--- src/verilog/accel_regs_pkg.sv ---
package accel_regs_pkg;

  // ****************************************
  // Register offsets
  // ****************************************
  localparam logic [7:0] ADDR_VENDOR_CODE = 8'h00;
  localparam logic [7:0] ADDR_FAMILY_CODE = 8'h01;
  localparam logic [7:0] ADDR_PART_CODE = 8'h02;
  localparam logic [7:0] ADDR_SILICON_REVISION = 8'h03;
  localparam logic [7:0] ADDR_X_AXIS_BYTE = 8'h08;
  localparam logic [7:0] ADDR_Y_AXIS_BYTE = 8'h09;
  localparam logic [7:0] ADDR_Z_AXIS_BYTE = 8'h0a;
  localparam logic [7:0] ADDR_CONDITION_FLAGS = 8'h0b;
  localparam logic [7:0] ADDR_SOFTWARE_RESET = 8'h1f;
  localparam logic [7:0] ADDR_MOTION_THRESHOLD_LOW = 8'h20;
  localparam logic [7:0] ADDR_MOTION_THRESHOLD_HIGH = 8'h21;
  localparam logic [7:0] ADDR_MOTION_TIME = 8'h22;
  localparam logic [7:0] ADDR_STILLNESS_THRESHOLD_LOW = 8'h23;
  localparam logic [7:0] ADDR_STILLNESS_THRESHOLD_HIGH = 8'h24;
  localparam logic [7:0] ADDR_STILLNESS_TIME_LOW = 8'h25;
  localparam logic [7:0] ADDR_STILLNESS_TIME_HIGH = 8'h26;
  localparam logic [7:0] ADDR_DETECTION_CONTROL = 8'h27;
  localparam logic [7:0] ADDR_BUFFER_CONTROL = 8'h28;
  localparam logic [7:0] ADDR_BUFFER_LEVEL_SETTING = 8'h29;
  localparam logic [7:0] ADDR_IRQ_PIN1_MAP = 8'h2a;
  localparam logic [7:0] ADDR_IRQ_PIN2_MAP = 8'h2b;
  localparam logic [7:0] ADDR_FILTER_CONFIG = 8'h2c;
  localparam logic [7:0] ADDR_POWER_CONTROL = 8'h2d;
  localparam logic [7:0] ADDR_SELF_CHECK = 8'h2e;

  // ****************************************
  // Reset values
  // ****************************************
  localparam logic [7:0] RESET_ZERO = 8'h00;
  localparam logic [7:0] RESET_CONDITION_FLAGS = 8'h40;
  localparam logic [7:0] RESET_BUFFER_LEVEL_SETTING = 8'h80;
  localparam logic [7:0] RESET_FILTER_CONFIG = 8'h13;
  localparam logic [7:0] SOFT_RESET_CODE = 8'h52;

  // ****************************************
  // Field layouts
  // ****************************************
  localparam int FLAG_REG_ERROR = 7;
  localparam int FLAG_AWAKE = 6;
  localparam int FLAG_STILLNESS = 5;
  localparam int FLAG_MOTION = 4;
  localparam int FLAG_OVERFLOW = 3;
  localparam int FLAG_LEVEL = 2;
  localparam int FLAG_NONEMPTY = 1;
  localparam int FLAG_NEW_SAMPLE = 0;
  localparam int DET_CHAINED = 4;
  localparam int DET_CYCLIC = 5;
  localparam int BUF_LEVEL_MSB = 3;
  localparam int MAP_ACTIVE_LOW = 7;
  localparam int THRESHOLD_HIGH_BITS = 3;
  localparam int BUFFER_COUNT_WIDTH = 10;

endpackage

--- src/verilog/irq_pin_map.sv ---
`timescale 1ns/100ps
module irq_pin_map (
  input wire logic core_clk,
  input wire logic srst,
  input wire logic [7:0] pinMap,
  input wire logic [7:0] conditionFlags,
  output logic irqPin
);
  import accel_regs_pkg::*;

  logic [6:0] routed;
  logic [6:0] next_routed;

  // ****************************************
  // Per-condition routing
  // ****************************************
  genvar i;
  generate
    for (i = 0; i < 7; i++) begin : g_route
      assign next_routed[i] = pinMap[i] & conditionFlags[i]; // RL18
    end
  endgenerate

  always_ff @(posedge core_clk) begin
    if (srst) begin
      routed <= 7'h00;
    end else begin
      routed <= next_routed;
    end
  end

  // Pin driven from its own flop; polarity applies when idle too
  always_ff @(posedge core_clk) begin
    if (srst) begin
      irqPin <= 1'b0;
    end else begin
      irqPin <= (|routed) ^ pinMap[MAP_ACTIVE_LOW]; // RL18
    end
  end

endmodule

--- src/verilog/accel_config_status_regs.sv ---
`timescale 1ns/100ps
// Notes on behaviour
// (RL1) Every user register takes its default value on reset, before any access.
// (RL2) Host changes registers up to filter_config only while in standby.
// (RL3) Silicon revision reads a code starting at one value, rising per revision.
// (RL4) Each axis byte register returns the top eight bits of its axis sample.
// (RL5) Status bit 7 sets on a register upset or while still unconfigured.
// (RL6) Register-error flag is high after startup and soft reset; any write clears it.
// (RL7) Status bit 6 shows awake state from the detection function.
// (RL8) Outside chained or cyclic detection the awake flag is held at one.
// (RL9) Status bit 5 sets when stillness or free fall is detected.
// (RL10) Motion flag sets when motion detection finds an over-threshold condition.
// (RL11) Overflow flag sets when the buffer overflows and replaces unread samples.
// (RL12) Level flag is set while the buffer holds at least the programmed count.
// (RL13) Nonempty flag is set while at least one sample is buffered.
// (RL14) New-sample flag sets when a new valid sample becomes readable.
// (RL15) New-sample flag clears when the host performs a buffer read.
// (RL16) After reset the status register reads with only the awake flag set; the code also sets the error flag, giving 0xC0.
// (RL17) Writing the reset code clears all settings to standby; reads return zero.
// (RL18) Each pin map routes chosen conditions to its pin; top bit selects active low.
module accel_config_status_regs #(
  parameter int AXIS_WIDTH = 12,
  parameter logic [7:0] VENDOR_VALUE = 8'h5a,
  parameter logic [7:0] FAMILY_VALUE = 8'h3c,
  parameter logic [7:0] PART_VALUE = 8'h77,
  parameter logic [7:0] REVISION_VALUE = 8'h02
) (
  input wire logic core_clk,
  input wire logic srst,
  input wire logic [7:0] regAddr,
  input wire logic regWrite,
  input wire logic [7:0] regWriteData,
  input wire logic regRead,
  output logic [7:0] regReadData,
  input wire logic [AXIS_WIDTH-1:0] xSample,
  input wire logic [AXIS_WIDTH-1:0] ySample,
  input wire logic [AXIS_WIDTH-1:0] zSample,
  input wire logic newSample,
  input wire logic bufferRead,
  input wire logic [accel_regs_pkg::BUFFER_COUNT_WIDTH-1:0] bufferCount,
  input wire logic bufferOverflow,
  input wire logic motionEvent,
  input wire logic stillnessEvent,
  input wire logic awakeState,
  input wire logic singleEventUpset,
  output logic [7:0] motion_threshold_low,
  output logic [7:0] motion_threshold_high,
  output logic [7:0] motion_time,
  output logic [7:0] stillness_threshold_low,
  output logic [7:0] stillness_threshold_high,
  output logic [7:0] stillness_time_low,
  output logic [7:0] stillness_time_high,
  output logic [7:0] detection_control,
  output logic [7:0] buffer_control,
  output logic [7:0] buffer_level_setting,
  output logic [7:0] filter_config,
  output logic [7:0] power_control,
  output logic [7:0] self_check,
  output logic softResetPulse,
  output logic irqPin1,
  output logic irqPin2
);
  import accel_regs_pkg::*;

  // ****************************************
  // Elaboration checks
  // ****************************************
  generate
    if (AXIS_WIDTH < 8) begin : g_bad_width
      $error("AXIS_WIDTH must be at least 8");
    end
  endgenerate

  // ****************************************
  // Decode
  // ****************************************
  logic writeStrobe;
  logic softResetHit;
  logic statusRead;
  logic [7:0] irq_pin1_map;
  logic [7:0] irq_pin2_map;
  logic [7:0] condition_flags;
  logic [7:0] axisByte [3];
  logic [AXIS_WIDTH-1:0] axisSample [3];
  logic regError;
  logic awakeFlag;
  logic stillnessFlag;
  logic motionFlag;
  logic overflowFlag;
  logic levelFlag;
  logic nonemptyFlag;
  logic newSampleFlag;
  logic [8:0] levelSetting;
  logic [7:0] next_readData;

  assign writeStrobe = regWrite;
  // Soft reset only on the exact code; other values are plain writes
  assign softResetHit = regWrite && (regAddr == ADDR_SOFTWARE_RESET)
      && (regWriteData == SOFT_RESET_CODE); // RL17
  assign statusRead = regRead && (regAddr == ADDR_CONDITION_FLAGS);
  assign levelSetting = {buffer_control[BUF_LEVEL_MSB], buffer_level_setting};

  always_ff @(posedge core_clk) begin
    if (srst) begin
      softResetPulse <= 1'b0;
    end else begin
      softResetPulse <= softResetHit; // RL17
    end
  end

  // ****************************************
  // Writable settings
  // ****************************************
  // Writes are taken in any mode; keeping to standby is the host's duty (RL2)
  always_ff @(posedge core_clk) begin
    if (srst || softResetHit) begin // RL1 RL17
      motion_threshold_low <= RESET_ZERO;
      motion_threshold_high <= RESET_ZERO;
      motion_time <= RESET_ZERO;
      stillness_threshold_low <= RESET_ZERO;
      stillness_threshold_high <= RESET_ZERO;
      stillness_time_low <= RESET_ZERO;
      stillness_time_high <= RESET_ZERO;
      detection_control <= RESET_ZERO;
      buffer_control <= RESET_ZERO;
      buffer_level_setting <= RESET_BUFFER_LEVEL_SETTING;
      irq_pin1_map <= RESET_ZERO;
      irq_pin2_map <= RESET_ZERO;
      filter_config <= RESET_FILTER_CONFIG;
      power_control <= RESET_ZERO;
      self_check <= RESET_ZERO;
    end else if (writeStrobe) begin
      unique case (regAddr)
        ADDR_MOTION_THRESHOLD_LOW: begin
          motion_threshold_low <= regWriteData;
        end
        ADDR_MOTION_THRESHOLD_HIGH: begin
          motion_threshold_high <= {5'h00, regWriteData[THRESHOLD_HIGH_BITS-1:0]};
        end
        ADDR_MOTION_TIME: begin
          motion_time <= regWriteData;
        end
        ADDR_STILLNESS_THRESHOLD_LOW: begin
          stillness_threshold_low <= regWriteData;
        end
        ADDR_STILLNESS_THRESHOLD_HIGH: begin
          stillness_threshold_high <= {5'h00, regWriteData[THRESHOLD_HIGH_BITS-1:0]};
        end
        ADDR_STILLNESS_TIME_LOW: begin
          stillness_time_low <= regWriteData;
        end
        ADDR_STILLNESS_TIME_HIGH: begin
          stillness_time_high <= regWriteData;
        end
        ADDR_DETECTION_CONTROL: begin
          detection_control <= regWriteData;
        end
        ADDR_BUFFER_CONTROL: begin
          buffer_control <= {4'h0, regWriteData[3:0]};
        end
        ADDR_BUFFER_LEVEL_SETTING: begin
          buffer_level_setting <= regWriteData;
        end
        ADDR_IRQ_PIN1_MAP: begin
          irq_pin1_map <= regWriteData;
        end
        ADDR_IRQ_PIN2_MAP: begin
          irq_pin2_map <= regWriteData;
        end
        ADDR_FILTER_CONFIG: begin
          filter_config <= regWriteData;
        end
        ADDR_POWER_CONTROL: begin
          power_control <= regWriteData;
        end
        ADDR_SELF_CHECK: begin
          self_check <= {7'h00, regWriteData[0]};
        end
        default: begin
        end
      endcase
    end
  end

  // ****************************************
  // Axis bytes
  // ****************************************
  assign axisSample[0] = xSample;
  assign axisSample[1] = ySample;
  assign axisSample[2] = zSample;

  // Captured with the sample so the three bytes stay coherent
  genvar a;
  generate
    for (a = 0; a < 3; a++) begin : g_axis
      always_ff @(posedge core_clk) begin
        if (srst) begin
          axisByte[a] <= RESET_ZERO;
        end else if (newSample) begin
          axisByte[a] <= axisSample[a][AXIS_WIDTH-1 -: 8]; // RL4
        end
      end
    end
  endgenerate

  // ****************************************
  // Condition flags
  // ****************************************
  // Upset beats a clearing write, soft reset beats both
  always_ff @(posedge core_clk) begin
    if (srst || softResetHit) begin
      regError <= 1'b1; // RL6
    end else if (singleEventUpset) begin
      regError <= 1'b1; // RL5
    end else if (writeStrobe) begin
      regError <= 1'b0; // RL6
    end
  end

  always_ff @(posedge core_clk) begin
    if (srst || softResetHit) begin
      awakeFlag <= 1'b1; // RL16
    end else if (detection_control[DET_CHAINED] || detection_control[DET_CYCLIC]) begin
      awakeFlag <= awakeState; // RL7
    end else begin
      awakeFlag <= 1'b1; // RL8
    end
  end

  // Sticky event flags clear on a status read; a new event wins
  always_ff @(posedge core_clk) begin
    if (srst || softResetHit) begin
      stillnessFlag <= 1'b0;
    end else if (stillnessEvent) begin
      stillnessFlag <= 1'b1; // RL9
    end else if (statusRead) begin
      stillnessFlag <= 1'b0;
    end
  end

  always_ff @(posedge core_clk) begin
    if (srst || softResetHit) begin
      motionFlag <= 1'b0;
    end else if (motionEvent) begin
      motionFlag <= 1'b1; // RL10
    end else if (statusRead) begin
      motionFlag <= 1'b0;
    end
  end

  always_ff @(posedge core_clk) begin
    if (srst || softResetHit) begin
      overflowFlag <= 1'b0;
    end else if (bufferOverflow) begin
      overflowFlag <= 1'b1; // RL11
    end else if (statusRead) begin
      overflowFlag <= 1'b0;
    end
  end

  // Level flags follow the count; they lag it by one cycle
  always_ff @(posedge core_clk) begin
    if (srst || softResetHit) begin
      levelFlag <= 1'b0;
      nonemptyFlag <= 1'b0;
    end else begin
      levelFlag <= bufferCount >= {1'b0, levelSetting}; // RL12
      nonemptyFlag <= bufferCount != '0; // RL13
    end
  end

  always_ff @(posedge core_clk) begin
    if (srst || softResetHit) begin
      newSampleFlag <= 1'b0;
    end else if (newSample) begin
      newSampleFlag <= 1'b1; // RL14
    end else if (bufferRead) begin
      newSampleFlag <= 1'b0; // RL15
    end
  end

  // Reset view is awake only; error bit joins it as required on startup
  assign condition_flags = {regError, awakeFlag, stillnessFlag, motionFlag,
      overflowFlag, levelFlag, nonemptyFlag, newSampleFlag}; // RL16

  // ****************************************
  // Read port
  // ****************************************
  always_comb begin
    next_readData = RESET_ZERO;
    unique case (regAddr)
      ADDR_VENDOR_CODE: next_readData = VENDOR_VALUE;
      ADDR_FAMILY_CODE: next_readData = FAMILY_VALUE;
      ADDR_PART_CODE: next_readData = PART_VALUE;
      ADDR_SILICON_REVISION: next_readData = REVISION_VALUE; // RL3
      ADDR_X_AXIS_BYTE: next_readData = axisByte[0]; // RL4
      ADDR_Y_AXIS_BYTE: next_readData = axisByte[1]; // RL4
      ADDR_Z_AXIS_BYTE: next_readData = axisByte[2]; // RL4
      ADDR_CONDITION_FLAGS: next_readData = condition_flags;
      ADDR_SOFTWARE_RESET: next_readData = RESET_ZERO; // RL17
      ADDR_MOTION_THRESHOLD_LOW: next_readData = motion_threshold_low;
      ADDR_MOTION_THRESHOLD_HIGH: next_readData = motion_threshold_high;
      ADDR_MOTION_TIME: next_readData = motion_time;
      ADDR_STILLNESS_THRESHOLD_LOW: next_readData = stillness_threshold_low;
      ADDR_STILLNESS_THRESHOLD_HIGH: next_readData = stillness_threshold_high;
      ADDR_STILLNESS_TIME_LOW: next_readData = stillness_time_low;
      ADDR_STILLNESS_TIME_HIGH: next_readData = stillness_time_high;
      ADDR_DETECTION_CONTROL: next_readData = detection_control;
      ADDR_BUFFER_CONTROL: next_readData = buffer_control;
      ADDR_BUFFER_LEVEL_SETTING: next_readData = buffer_level_setting;
      ADDR_IRQ_PIN1_MAP: next_readData = irq_pin1_map;
      ADDR_IRQ_PIN2_MAP: next_readData = irq_pin2_map;
      ADDR_FILTER_CONFIG: next_readData = filter_config;
      ADDR_POWER_CONTROL: next_readData = power_control;
      ADDR_SELF_CHECK: next_readData = self_check;
      default: next_readData = RESET_ZERO;
    endcase
  end

  // Data holds until the next read, so a slow serial shifter can take it
  always_ff @(posedge core_clk) begin
    if (srst) begin
      regReadData <= RESET_ZERO;
    end else if (regRead) begin
      regReadData <= next_readData;
    end
  end

  // ****************************************
  // Interrupt pins
  // ****************************************
  irq_pin_map u_pin1 (
    .core_clk(core_clk),
    .srst(srst),
    .pinMap(irq_pin1_map),
    .conditionFlags(condition_flags),
    .irqPin(irqPin1)
  );

  irq_pin_map u_pin2 (
    .core_clk(core_clk),
    .srst(srst),
    .pinMap(irq_pin2_map),
    .conditionFlags(condition_flags),
    .irqPin(irqPin2)
  );

endmodule

--- config.mk ---
export PLATFORM = sky130hd
export DESIGN_NAME = accel_config_status_regs
export DESIGN_NICKNAME = d
export VERILOG_FILES = /design/src/verilog/accel_regs_pkg.sv /design/src/verilog/irq_pin_map.sv /design/src/verilog/accel_config_status_regs.sv
export SDC_FILE = /design/constraint.sdc
export NUM_CORES = 1
export LEC_CHECK = 0
export ABC_CLOCK_PERIOD_IN_PS = 1900
export BUFFER_PORTS_ARGS = -buffer_cell sky130_fd_sc_hd__buf_2
export CORE_UTILIZATION = 47
export DETAILED_ROUTE_END_ITERATION = 7
export HOLD_SLACK_MARGIN = 0.03
export PLACE_DENSITY = 0.7
export SLEW_MARGIN = 20
export SYNTH_ARGS = -nofsm -noshare
export SYNTH_HDL_FRONTEND = slang
export SYNTH_SLANG_ARGS = --single-unit
--- constraint.sdc ---
create_clock -name core_clk -period 1.9 [get_ports core_clk]
set_input_delay 0.095 -clock core_clk [delete_from_list [all_inputs] [get_ports core_clk]]
set_output_delay 0.095 -clock core_clk [all_outputs]
set_load 0.03 [all_outputs]
==> summary.txt, run 1 <==
Worst setup path
  • Crit. End Element: register
  • Reg2Reg Launch Point: irq_pin1_map[5]
  • Largest stage delay, worst path: 0.43 ns
  • Data required, critical path: 2.20 ns
  • Crit-path most repeated cell: o31ai_1
  • Setup Crit Path Kind: register to register
  • Reg2Reg Setup Slack: 0.20 ns
  • Worst path slowest cell: a2111oi_0
  • Reg2reg end: regReadData[5]
  • CP arrival: 2.01 ns
  • CP max FO: 3
  • Largest delay share family, worst path: compound AO/OA/AOI/OAI gates
  • Buf/Inv on CP: 1
  • CP cell instances: and3_1, o31ai_1, buf_4, a32oi_1, a2111oi_0, o31ai_1
  • Startpoint Class: register
  • FF-to-FF path depth: 6

STA
  • Setup violators final: 0
  • Fmax: 587 MHz
  • Final min period: 1.70 ns
  • Max Slew Vio Count: 0
  • Clock Skew: 0.00792 ns
  • Tcrit/Tclk final: 89.7%
  • RSZ-0062 raised after global routing: no
  • Rel. slew slack: 57.5%
  • Slew @ Worst Pin: 0.634 ns
  • Total negative slack: 0 ns
  • Hold slack: 0.0612 ns
  • Final-report hold violation count: 0

Logic synthesis
  • Area leader, netlist: dfxtp_1
  • Post-synth top flop: dfxtp_1
  • Simple-gate share of the synthesized area: 21.9%
  • Synth Area in Adders: 1.57%
  • Combinational family with the most area after synthesis: simple AND/OR/NAND/NOR gates
  • Sequential element share of the synthesized area: 46.8%
  • Multiplexer area fraction after synthesis: 8.75%
  • Synth Area in Compound Gates: 14.5%
  • Xor-xnor portion of the synthesized cell area: 0.244%
  • Top-area cell type share of the netlist area: 36.8%
  • Library cells used by synthesis: 70
  • Synth Area per Inst: 8.92 um^2
  • Synth Cell Area: 7180 um^2
  • Cells after Synth: 805
  • Ys Warns: 0
  • FF+latch count, synth: 156
  • Top post-synthesis cells by area: dfxtp_1 37%, edfxtp_1 10%, mux2i_1 7.8%, nand2_1 6.7%, a21oi_1 4.4%
  • Number of flops mapped to enable cells by yosys: 24
  • Async set-or-reset flop fraction in the synthesized netlist: 0%

Power
  • Maximum vdd drop: 671 uV
  • Total power: 7.61 mW
  • P_leak: 4.22 nW
  • Power density cells: 786 nW/um^2

Placed design
  • GPL Wtd Cong: 0.999
  • IO buf count: 154
  • Dpl hpwl: 19.8 mm

Cells and area
  • Util after Layout: 65.9%
  • Most frequent cells in the layout: 154 x buf_2, 132 x dfxtp_1, 129 x nand2_1
  • Area grow syn2layout: 34.9%
  • Net count reported at finish: 1,139
  • Commonest non-fill, non-tap cell in the layout: buf_2
  • Share of layout cells above drive strength 1: 28.1%
  • Antenna diodes: 0

Die
  • Initial core utilization: 48.9%
  • FP Rows: 44
  • IO Count: 188
  • Chip Height: 126 um
  • Die W: 126 um
  • Core footprint: 14,700 um^2
  • Die area: 15,800 um^2

Global routing
  • Met2 global-route usage: 54.5%
  • Largest net degree at the start of global routing: 36
  • Grt met1 use: 47.4%
  • Global-route wire length before repair: 40.8 mm
  • Initial antenna violation count: 0
  • Busiest grt layer: met2
  • GRT Total Usage: 34.8%
  • Met3 GRT Util: 6.25%
  • Vias in the first global route: 6,755
  • Grt total ovfl: 0

Run
  • Max-cap violation count: 0

Clocking
  • Sink Count: 156
  • Clock root buffer: clkbuf_16
  • CTS HTree Levels: 4
  • Hold-fix buffers at CTS: 37
  • Clock-pin slew on the worst setup and hold paths: 0.07 ns
  • CTS tree: done
  • Clock latency on the worst-skew pair: 0.42 ns
  • Bufs on Longest Clock Path: 2
  • Total CTS buffers: 17
  • CTS-repair resized insts: 0
  • Setup bufs post-CTS: 0

Route
  • Drt pass-1 iters: 8
  • Vias: 7,212
  • Post-DRT Antenna Nets: 0
  • Drt total wl: 27.1 mm
  • Vias/cell: 5.75
  • DR WL/cell: 21.6 um
  • Iteration-0 DRC Markers: 692
  • Residual DRC: 9

Status
  • Failing checks: DRC
  • Status: finished, violations left

Min path
  • Hold path depth: 3
  • Worst-case hold path end point: levelFlag
  • Min-Delay Path Class: primary input to register
  • Worst hold start: bufferCount[9]
state kept, by name (all words and copies together), names as in the netlist, 3 cells and up:
register and count:
regReadData 8, u_pin2.routed 7, irq_pin2_map 8, stillness_threshold_high 3, filter_config 8, buffer_control 4, motion_threshold_low 8, axisByte 24
stillness_threshold_low 8, detection_control 8, stillness_time_low 8, u_pin1.routed 7, buffer_level_setting 8, motion_threshold_high 3, stillness_time_high 8, irq_pin1_map 8
power_control 8, motion_time 8
worst max path at each step:
stage	startpoint	endpoint	slack, ns	depth (start not counted)
2_1_floorplan	regWriteData[2]	buffer_control[0]	0.19	7
3_3_place_gp	regAddr[4]	regReadData[2]	-0.16	9
3_5_place_dp	regAddr[4]	regReadData[2]	-0.14	9
4_1_cts	irq_pin1_map[5]	regReadData[5]	0.23	6
5_1_grt	irq_pin1_map[5]	regReadData[5]	0.08	6
6_report	irq_pin1_map[5]	regReadData[5]	0.20	6
stage by stage:
stage	instance area [um^2]	setup WS [ns]	std cells
floorplan	7260	0.188	825
global placement	8710	-0.161	1185
detailed placement	8710	-0.141	1185
CTS	9680	0.226	1254
global route	9680	0.0750	1254
finish	9680	0.196	1254
synth_stat cells (3+ instances only):
cell and n:
nand4_1 3, nor2_1 73, and2_1 32, a311oi_1 5
nand3b_1 5, o211ai_1 4, a22oi_1 20, o31ai_1 3
buf_4 22, edfxtp_1 24, buf_2 16, clkbuf_1 31
a32oi_1 4, ha_1 9, buf_1 3, nor2b_1 6
dfxtp_1 132, a31oi_1 9, nand3_1 33, o21ai_0 13
mux2_2 4, a21oi_1 63, mux2i_1 56, nor4_1 6
a221oi_1 10, and3_1 20, nand2_1 129, nor2_2 4
inv_1 14
power by group:
group	leakage, nW	switching [mW]	internal, mW
sequential	1.32	0.0392	3.41
combinational	2.61	0.424	0.280
clock	0.287	1.39	2.06
per-layer routing:
metal	part of all wire, %	vias to the layer above	wire length, um
li1	-	3310	-
met1	42	3450	11400
met2	46	392	12500
met3	8.2	60	2230
met4	3.3	0	906
met5	0	-	0
worst min-delay path, cell delays in order:
cell and delay (ns):
buf_2 0.12, nor2_1 0.13, a221oi_1 0.09
cell type report:
cell class / count / area [um^2]
fillers: 1255 / 5010
inverters: 15 / 56.3
multi-input cells: 581 / 3460
flip-flops and latches: 156 / 3360
repair buffers: 286 / 1980
clock buffers: 17 / 425
clock inverters: 15 / 173
well taps: 184 / 230
cells by family (layout without fill, tap and decap cells):
group / count (synthesis) / count (layout)
fa+ha+maj: 9 / 9
simple gates: 330 / 330
xor+xnor: 2 / 2
flops: 156 / 156
buf+inv: 88 / 333
compound gates: 158 / 158
other cells: 1 / 21
mux: 61 / 61
Note: power is estimated with default switching activity, not from simulation.
==> run 2, diff against run 1 <==
- ABC_CLOCK_PERIOD_IN_PS: 1900 -> 2100
- clock period: 1.9 -> 2.1 ns (I/O delays scaled with it)
==> run 2 against run 1 <==
  * Sequential share of layout area rose by 1.1 points
  * Final cell count is 2.9% lower
  * Clock power down 10%
  * Largest power group is now sequential cells
  * Global-route usage down 1.4 points
  * The run still ends with DRC left
  * Wire length down 3.6%
  * Flip-flop and latch count is the same
==> summary.txt, run 2 (same netlist as run 1, synthesis figures left out) <==
Cells and area
  • Antenna diodes: 0
  • Util after Layout: 63.9%
  • Fin cells: 1,218
  • Top reg by flops: axisByte
  • Number of flip-flops in the largest register: 24
  • Net count reported at finish: 1,105
  • Commonest non-fill, non-tap cell in the layout: buf_2
  • Share of layout cells above drive strength 1: 25.4%
  • Most frequent cells in the layout: 154 x buf_2, 132 x dfxtp_1, 129 x nand2_1
  • Area grow syn2layout: 30.8%

STA
  • Clock Skew: 0.00817 ns
  • RSZ-0062 raised after global routing: no
  • Final-report hold violation count: 0
  • Setup violators final: 0
  • Fmax: 566 MHz
  • Total negative slack: 0 ns
  • Tcrit/Tclk final: 84.2%
  • Max Slew Vio Count: 0
  • Final min period: 1.77 ns
  • Slew @ Worst Pin: 0.616 ns
  • Hold slack: 0.103 ns
  • Rel. slew slack: 58.7%

Route
  • Vias: 7,124
  • Drt total wl: 26.1 mm
  • Vias/cell: 5.85
  • Max Used Layer: met4
  • Iteration-0 DRC Markers: 872
  • Met3 Routed Length: 2.45 mm
  • Drt pass-1 iters: 8
  • DR WL/cell: 21.5 um
  • Residual DRC: 9
  • Post-DRT Antenna Nets: 0
  • Routed wl met2: 11.9 mm
  • WL met1: 10.8 mm

Worst setup path
  • CP max FO: 3
  • CP arrival: 2.07 ns
  • Setup Crit Path Kind: register to register
  • Reg2Reg Setup Slack: 0.33 ns
  • Crit. End Element: register
  • Data required, critical path: 2.40 ns
  • Startpoint Class: register

Die
  • Die area: 15,800 um^2
  • Core footprint: 14,700 um^2
  • Chip Height: 126 um
  • IO Count: 188
  • Die W: 126 um
  • Initial core utilization: 48.9%
  • FP Rows: 44

Power
  • Net Sw Power: 1.61 mW
  • Int Power: 5.22 mW
  • Gate power share: 8.7%
  • Power density cells: 727 nW/um^2
  • Sequential Power Share: 45.7%
  • Clock power frac: 45.6%
  • Switching Share: 23.6%
  • Total power: 6.83 mW
  • P_leak: 4.04 nW
  • Maximum vdd drop: 598 uV

Placed design
  • IO buf count: 154
  • Placed Cells incl. Taps: 1,151
  • GPL Wtd Cong: 1.02
  • Dpl hpwl: 18.7 mm

Clocking
  • Total CTS buffers: 17
  • Clock latency on the worst-skew pair: 0.43 ns
  • Clock root buffer: clkbuf_16
  • Bufs on Longest Clock Path: 2
  • Clock-pin slew on the worst setup and hold paths: 0.06 ns
  • CTS HTree Levels: 4
  • Sink Count: 156
  • CTS tree: done
  • CTS-repair resized insts: 0

Status
  • Failing checks: DRC
  • Status: finished, violations left

Global routing
  • Grt total ovfl: 0
  • Initial antenna violation count: 0
  • Vias in the first global route: 6,487
  • Largest net degree at the start of global routing: 44
  • Global-route wire length before repair: 38.7 mm
  • GRT Total Usage: 33.4%

Run
  • Max-cap violation count: 0

Min path
  • Min-Delay Path Class: primary input to register
run 2: timing repair:
item | CTS | global route
hold buffers | 37 | 0
endpoints found under the hold margin | 31 | 0
buffers inserted | 0 | 0
run 2: area by class of cell:
type                            count  area (um^2)
Fill cell                        1252         5310
Tap cell                          184          230
Sequential cell                   156         3360
Clock buffer                       22          464
Multi-Input combinational cell    581         3460
Timing Repair Buffer              252         1700
Clock inverter                      8          120
Inverter                           15         56.3
run 2: worst paths after layout:
kind | cells after the start | to | from
max | 5 | regReadData[5] | irq_pin1_map[5]
min | 3 | levelFlag | bufferCount[9]
max reg2reg | 5 | regReadData[5] | irq_pin1_map[5]
min reg2reg | 1 | regError | regError
run 2: critical path, stage by stage (launching register included):
cell and delay, ns:
dfxtp_1 0.35, and3_1 0.17, o31ai_1 0.30, a32oi_1 0.18
a2111oi_0 0.51, o31ai_1 0.13
run 2: through the flow:
stage | worst slack [ns] | area [um^2]
after floorplan | 0.378 | 7260
final | 0.332 | 9390
after CTS | 0.365 | 9390
after global placement | 0.0651 | 8430
after detailed placement | 0.0539 | 8430
after global routing | 0.163 | 9390
run 2: power by group through the flow:
stage                     sequential, mW  combinational [mW]  clock (mW)
after floorplan                     3.17               0.308           0
after global placement              3.18               0.517           0
after detailed placement            3.19               0.520           0
after CTS                           3.12               0.573        3.14
after global routing                3.12               0.625        3.27
final                               3.12               0.594        3.11
run 2: metal layers:
layer / GRT usage, % / up-vias
met5: 0 / -
li1: - / 3242
met1: 43.5 / 3399
met2: 51.3 / 411
met3: 9.76 / 72
met4: 15.1 / 0
==> run 3, diff against run 2 <==
- ABC_AREA: unset -> 1
- ABC_CLOCK_PERIOD_IN_PS: 2100 -> 1600
- PLACE_DENSITY: 0.7 -> 0.73
- clock period: 2.1 -> 1.6 ns (I/O delays scaled with it)
==> run 3 against run 2 <==
  * The flow now finishes without violations
  * Non-clock buffer count fell by 7
  * Critical path depth is 3 higher
  * Final cell count rose by 24%
  * Sequential share of layout area is 1.7 points lower
  * Clock power increased by 39%
  * Maximum frequency increased by 25%
  * Total power increased by 33%
  * Sequential power grew 31%
  * Count of clock-buffer cells in the layout unchanged
  * Clock skew about the same
  * Global-route usage decreased by 1.5 points
  * Flip-flop and latch count did not move
  * Largest power group is now clock
  * Highest routed layer unchanged
==> summary.txt, run 3 <==
Placed design
  • Dpl hpwl: 18.5 mm
  • GPL Wtd Cong: 0.986
  • Placed cell areas: 8820 um^2
  • IO buf count: 154

Status
  • Status: completed

Global routing
  • Initial antenna violation count: 0
  • Largest net degree at the start of global routing: 61
  • Vias in the first global route: 7,220
  • Global-route wire length before repair: 39.3 mm
  • Grt total ovfl: 0
  • GRT Total Usage: 31.9%

STA
  • Slew @ Worst Pin: 0.575 ns
  • Clock Skew: 0.00840 ns
  • Fmax: 708 MHz
  • Max Slew Vio Count: 0
  • Setup violators final: 0
  • Total negative slack: 0 ns
  • Tcrit/Tclk final: 88.2%
  • RSZ-0062 raised after global routing: no
  • Final min period: 1.41 ns
  • Final-report hold violation count: 0
  • Rel. slew slack: 61.6%

Route
  • Drt pass-1 iters: 5
  • Post-DRT Antenna Nets: 0
  • Vias: 7,957
  • Iteration-0 DRC Markers: 902
  • Vias/cell: 5.25
  • Residual DRC: 0
  • DR WL/cell: 17.0 um
  • Drt total wl: 25.7 mm

Cells and area
  • Util after Layout: 62.2%
  • Antenna diodes: 0
  • Net count reported at finish: 1,369
  • Share of layout cells above drive strength 1: 20.2%
  • Design Area, Final: 9850 um^2
  • Most frequent cells in the layout: 295 x nand2_1, 154 x buf_2, 132 x dfxtp_1
  • Area grow syn2layout: 29.9%
  • Top reg by flops: axisByte
  • # fillers: 1,431
  • Commonest non-fill, non-tap cell in the layout: nand2_1
  • Number of flip-flops in the largest register: 24

Logic synthesis
  • Library cells used by synthesis: 32
  • Async set-or-reset flop fraction in the synthesized netlist: 0%
  • Sequential element share of the synthesized area: 44.3%
  • Cell with the most instances after synthesis: nand2_1
  • Number of flops mapped to enable cells by yosys: 24
  • FF+latch count, synth: 156
  • Ys Warns: 0
  • Cells after Synth: 1,073
  • Synth Area per Inst: 7.07 um^2
  • Top-area cell type share of the netlist area: 34.8%
  • Synth Cell Area: 7580 um^2
  • Post-synth top cells: 295 x nand2_1, 132 x dfxtp_1, 127 x nand3_1
  • Post-synth top flop: dfxtp_1
  • Top post-synthesis cells by area: dfxtp_1 35%, nand2_1 15%, edfxtp_1 9.5%, nand3_1 8.4%, nor2_1 5.5%
  • Area leader, netlist: dfxtp_1

Die
  • Die area: 16,600 um^2
  • Die W: 129 um
  • Initial core utilization: 47.9%
  • Core footprint: 15,800 um^2
  • FP Rows: 46
  • IO Count: 188
  • Chip Height: 129 um

Worst setup path
  • Setup Crit Path Kind: register to register
  • Reg2reg end: levelFlag
  • Startpoint Class: register
  • Reg2Reg Launch Point: buffer_level_setting[4]
  • Reg2Reg Setup Slack: 0.19 ns
  • Crit. End Element: register
  • Data required, critical path: 1.98 ns
  • CP max FO: 3
  • CP arrival: 1.80 ns
  • FF-to-FF path depth: 8

Clocking
  • Setup bufs post-CTS: 0
  • Clock root buffer: clkbuf_16
  • Bufs on Longest Clock Path: 2
  • Clock latency on the worst-skew pair: 0.44 ns
  • Clock-pin slew on the worst setup and hold paths: 0.06 ns
  • CTS tree: done
  • Sink Count: 156
  • CTS HTree Levels: 4
  • Total CTS buffers: 17

Min path
  • Min-Delay Path Class: primary input to register
  • Hold path depth: 4
  • Worst-case hold path end point: softResetPulse
  • Worst hold start: regAddr[5]

Power
  • Maximum vdd drop: 754 uV
  • Power density cells: 925 nW/um^2
  • P_leak: 4.83 nW
  • Total power: 9.11 mW

Run
  • Max-cap violation count: 0
==> run 3: cell types whose count changed after synthesis, sizes merged, moves of 8 or more <==
cell / previous run / this run
a31oi: 9 / 1
nand4: 3 / 22
and2: 32 / 0
clkbuf: 31 / 22
a221oi: 11 / 0
nor3: 3 / 13
inv: 14 / 112
a22oi: 20 / 0
nand3: 34 / 132
mux2i: 56 / 5
and3: 20 / 0
nand2: 129 / 300
o21ai: 14 / 51
nor2: 77 / 125
==> run 3: cell families (layout without fill, tap and decap cells) <==
group           Yosys count  in the layout  share of synthesized area (%)
compound gates          121            121                           8.33
xor+xnor                  2              2                          0.231
fa+ha+maj                 9              9                           1.48
buf+inv                 183            390                           10.9
flops                   156            156                           44.3
mux                       5              5                          0.660
other cells               1             21                         0.0494
simple gates            596            596                           34.0
==> run 3: routing by layer <==
layer	routed length, um	up-vias	GRT usage [%]
li1	-	3851	-
met2	12100	419	52.0
met3	2280	68	6.32
met1	10600	3619	41.0
met4	789	0	14.5
met5	0	-	0
==> run 3: stage by stage <==
step | instances | hold slack (ns) | setup slack [ns]
2_1_floorplan | 1093 | 0.177 | 0.0891
5_1_grt | 1516 | 0.0571 | 0.0772
6_report | 1516 | 0.0600 | 0.188
4_1_cts | 1516 | 0.0352 | 0.179
3_3_place_gp | 1444 | 0.266 | 0.0342
3_5_place_dp | 1444 | 0.272 | 0.00743
==> run 3: worst max path at each step <==
| stage | cells past startpoint | end | from | slack (ns) |
|---|---|---|---|---|
| 2_1_floorplan | 7 | levelFlag | buffer_level_setting[7] | 0.09 |
| 3_3_place_gp | 13 | regReadData[0] | regAddr[0] | 0.03 |
| 3_5_place_dp | 13 | regReadData[0] | regAddr[0] | 0.007 |
| 4_1_cts | 8 | levelFlag | buffer_level_setting[4] | 0.18 |
| 5_1_grt | 8 | levelFlag | buffer_level_setting[4] | 0.08 |
| 6_report | 8 | levelFlag | buffer_level_setting[4] | 0.19 |
==> run 3: repair_timing <==
action | CTS | global route
resized for setup | 0 | 0
hold buffers | 40 | 0
endpoints found under the hold margin | 40 | 0
==> run 3: critical path, stage by stage (launching register included) <==
cell,delay (ns)
dfxtp_1,0.36
inv_1,0.08
ha_1,0.27
nand2_1,0.09
nor4_1,0.30
nand2_1,0.08
nand4_1,0.08
nand2_1,0.05
inv_1,0.04
==> run 3: final cells by class <==
| type | instances | area, um^2 | share of cell area (%) |
|---|---|---|---|
| clock buffers | 22 | 464 | 4.71 |
| clock inverters | 10 | 165 | 1.68 |
| inverters | 113 | 424 | 4.31 |
| multi-input cells | 754 | 3480 | 35.4 |
| flip-flops and latches | 156 | 3360 | 34.2 |
| well taps | 216 | 270 | 2.74 |
| repair buffers | 245 | 1680 | 17.0 |
==> run 3: power by group <==
part	leakage [nW]	internal (mW)	switching, mW	total, mW
clock network	0.297	2.70	1.63	4.32
logic	3.21	0.247	0.464	0.711
registers	1.32	4.05	0.0309	4.08
total	4.83	6.99	2.12	9.11
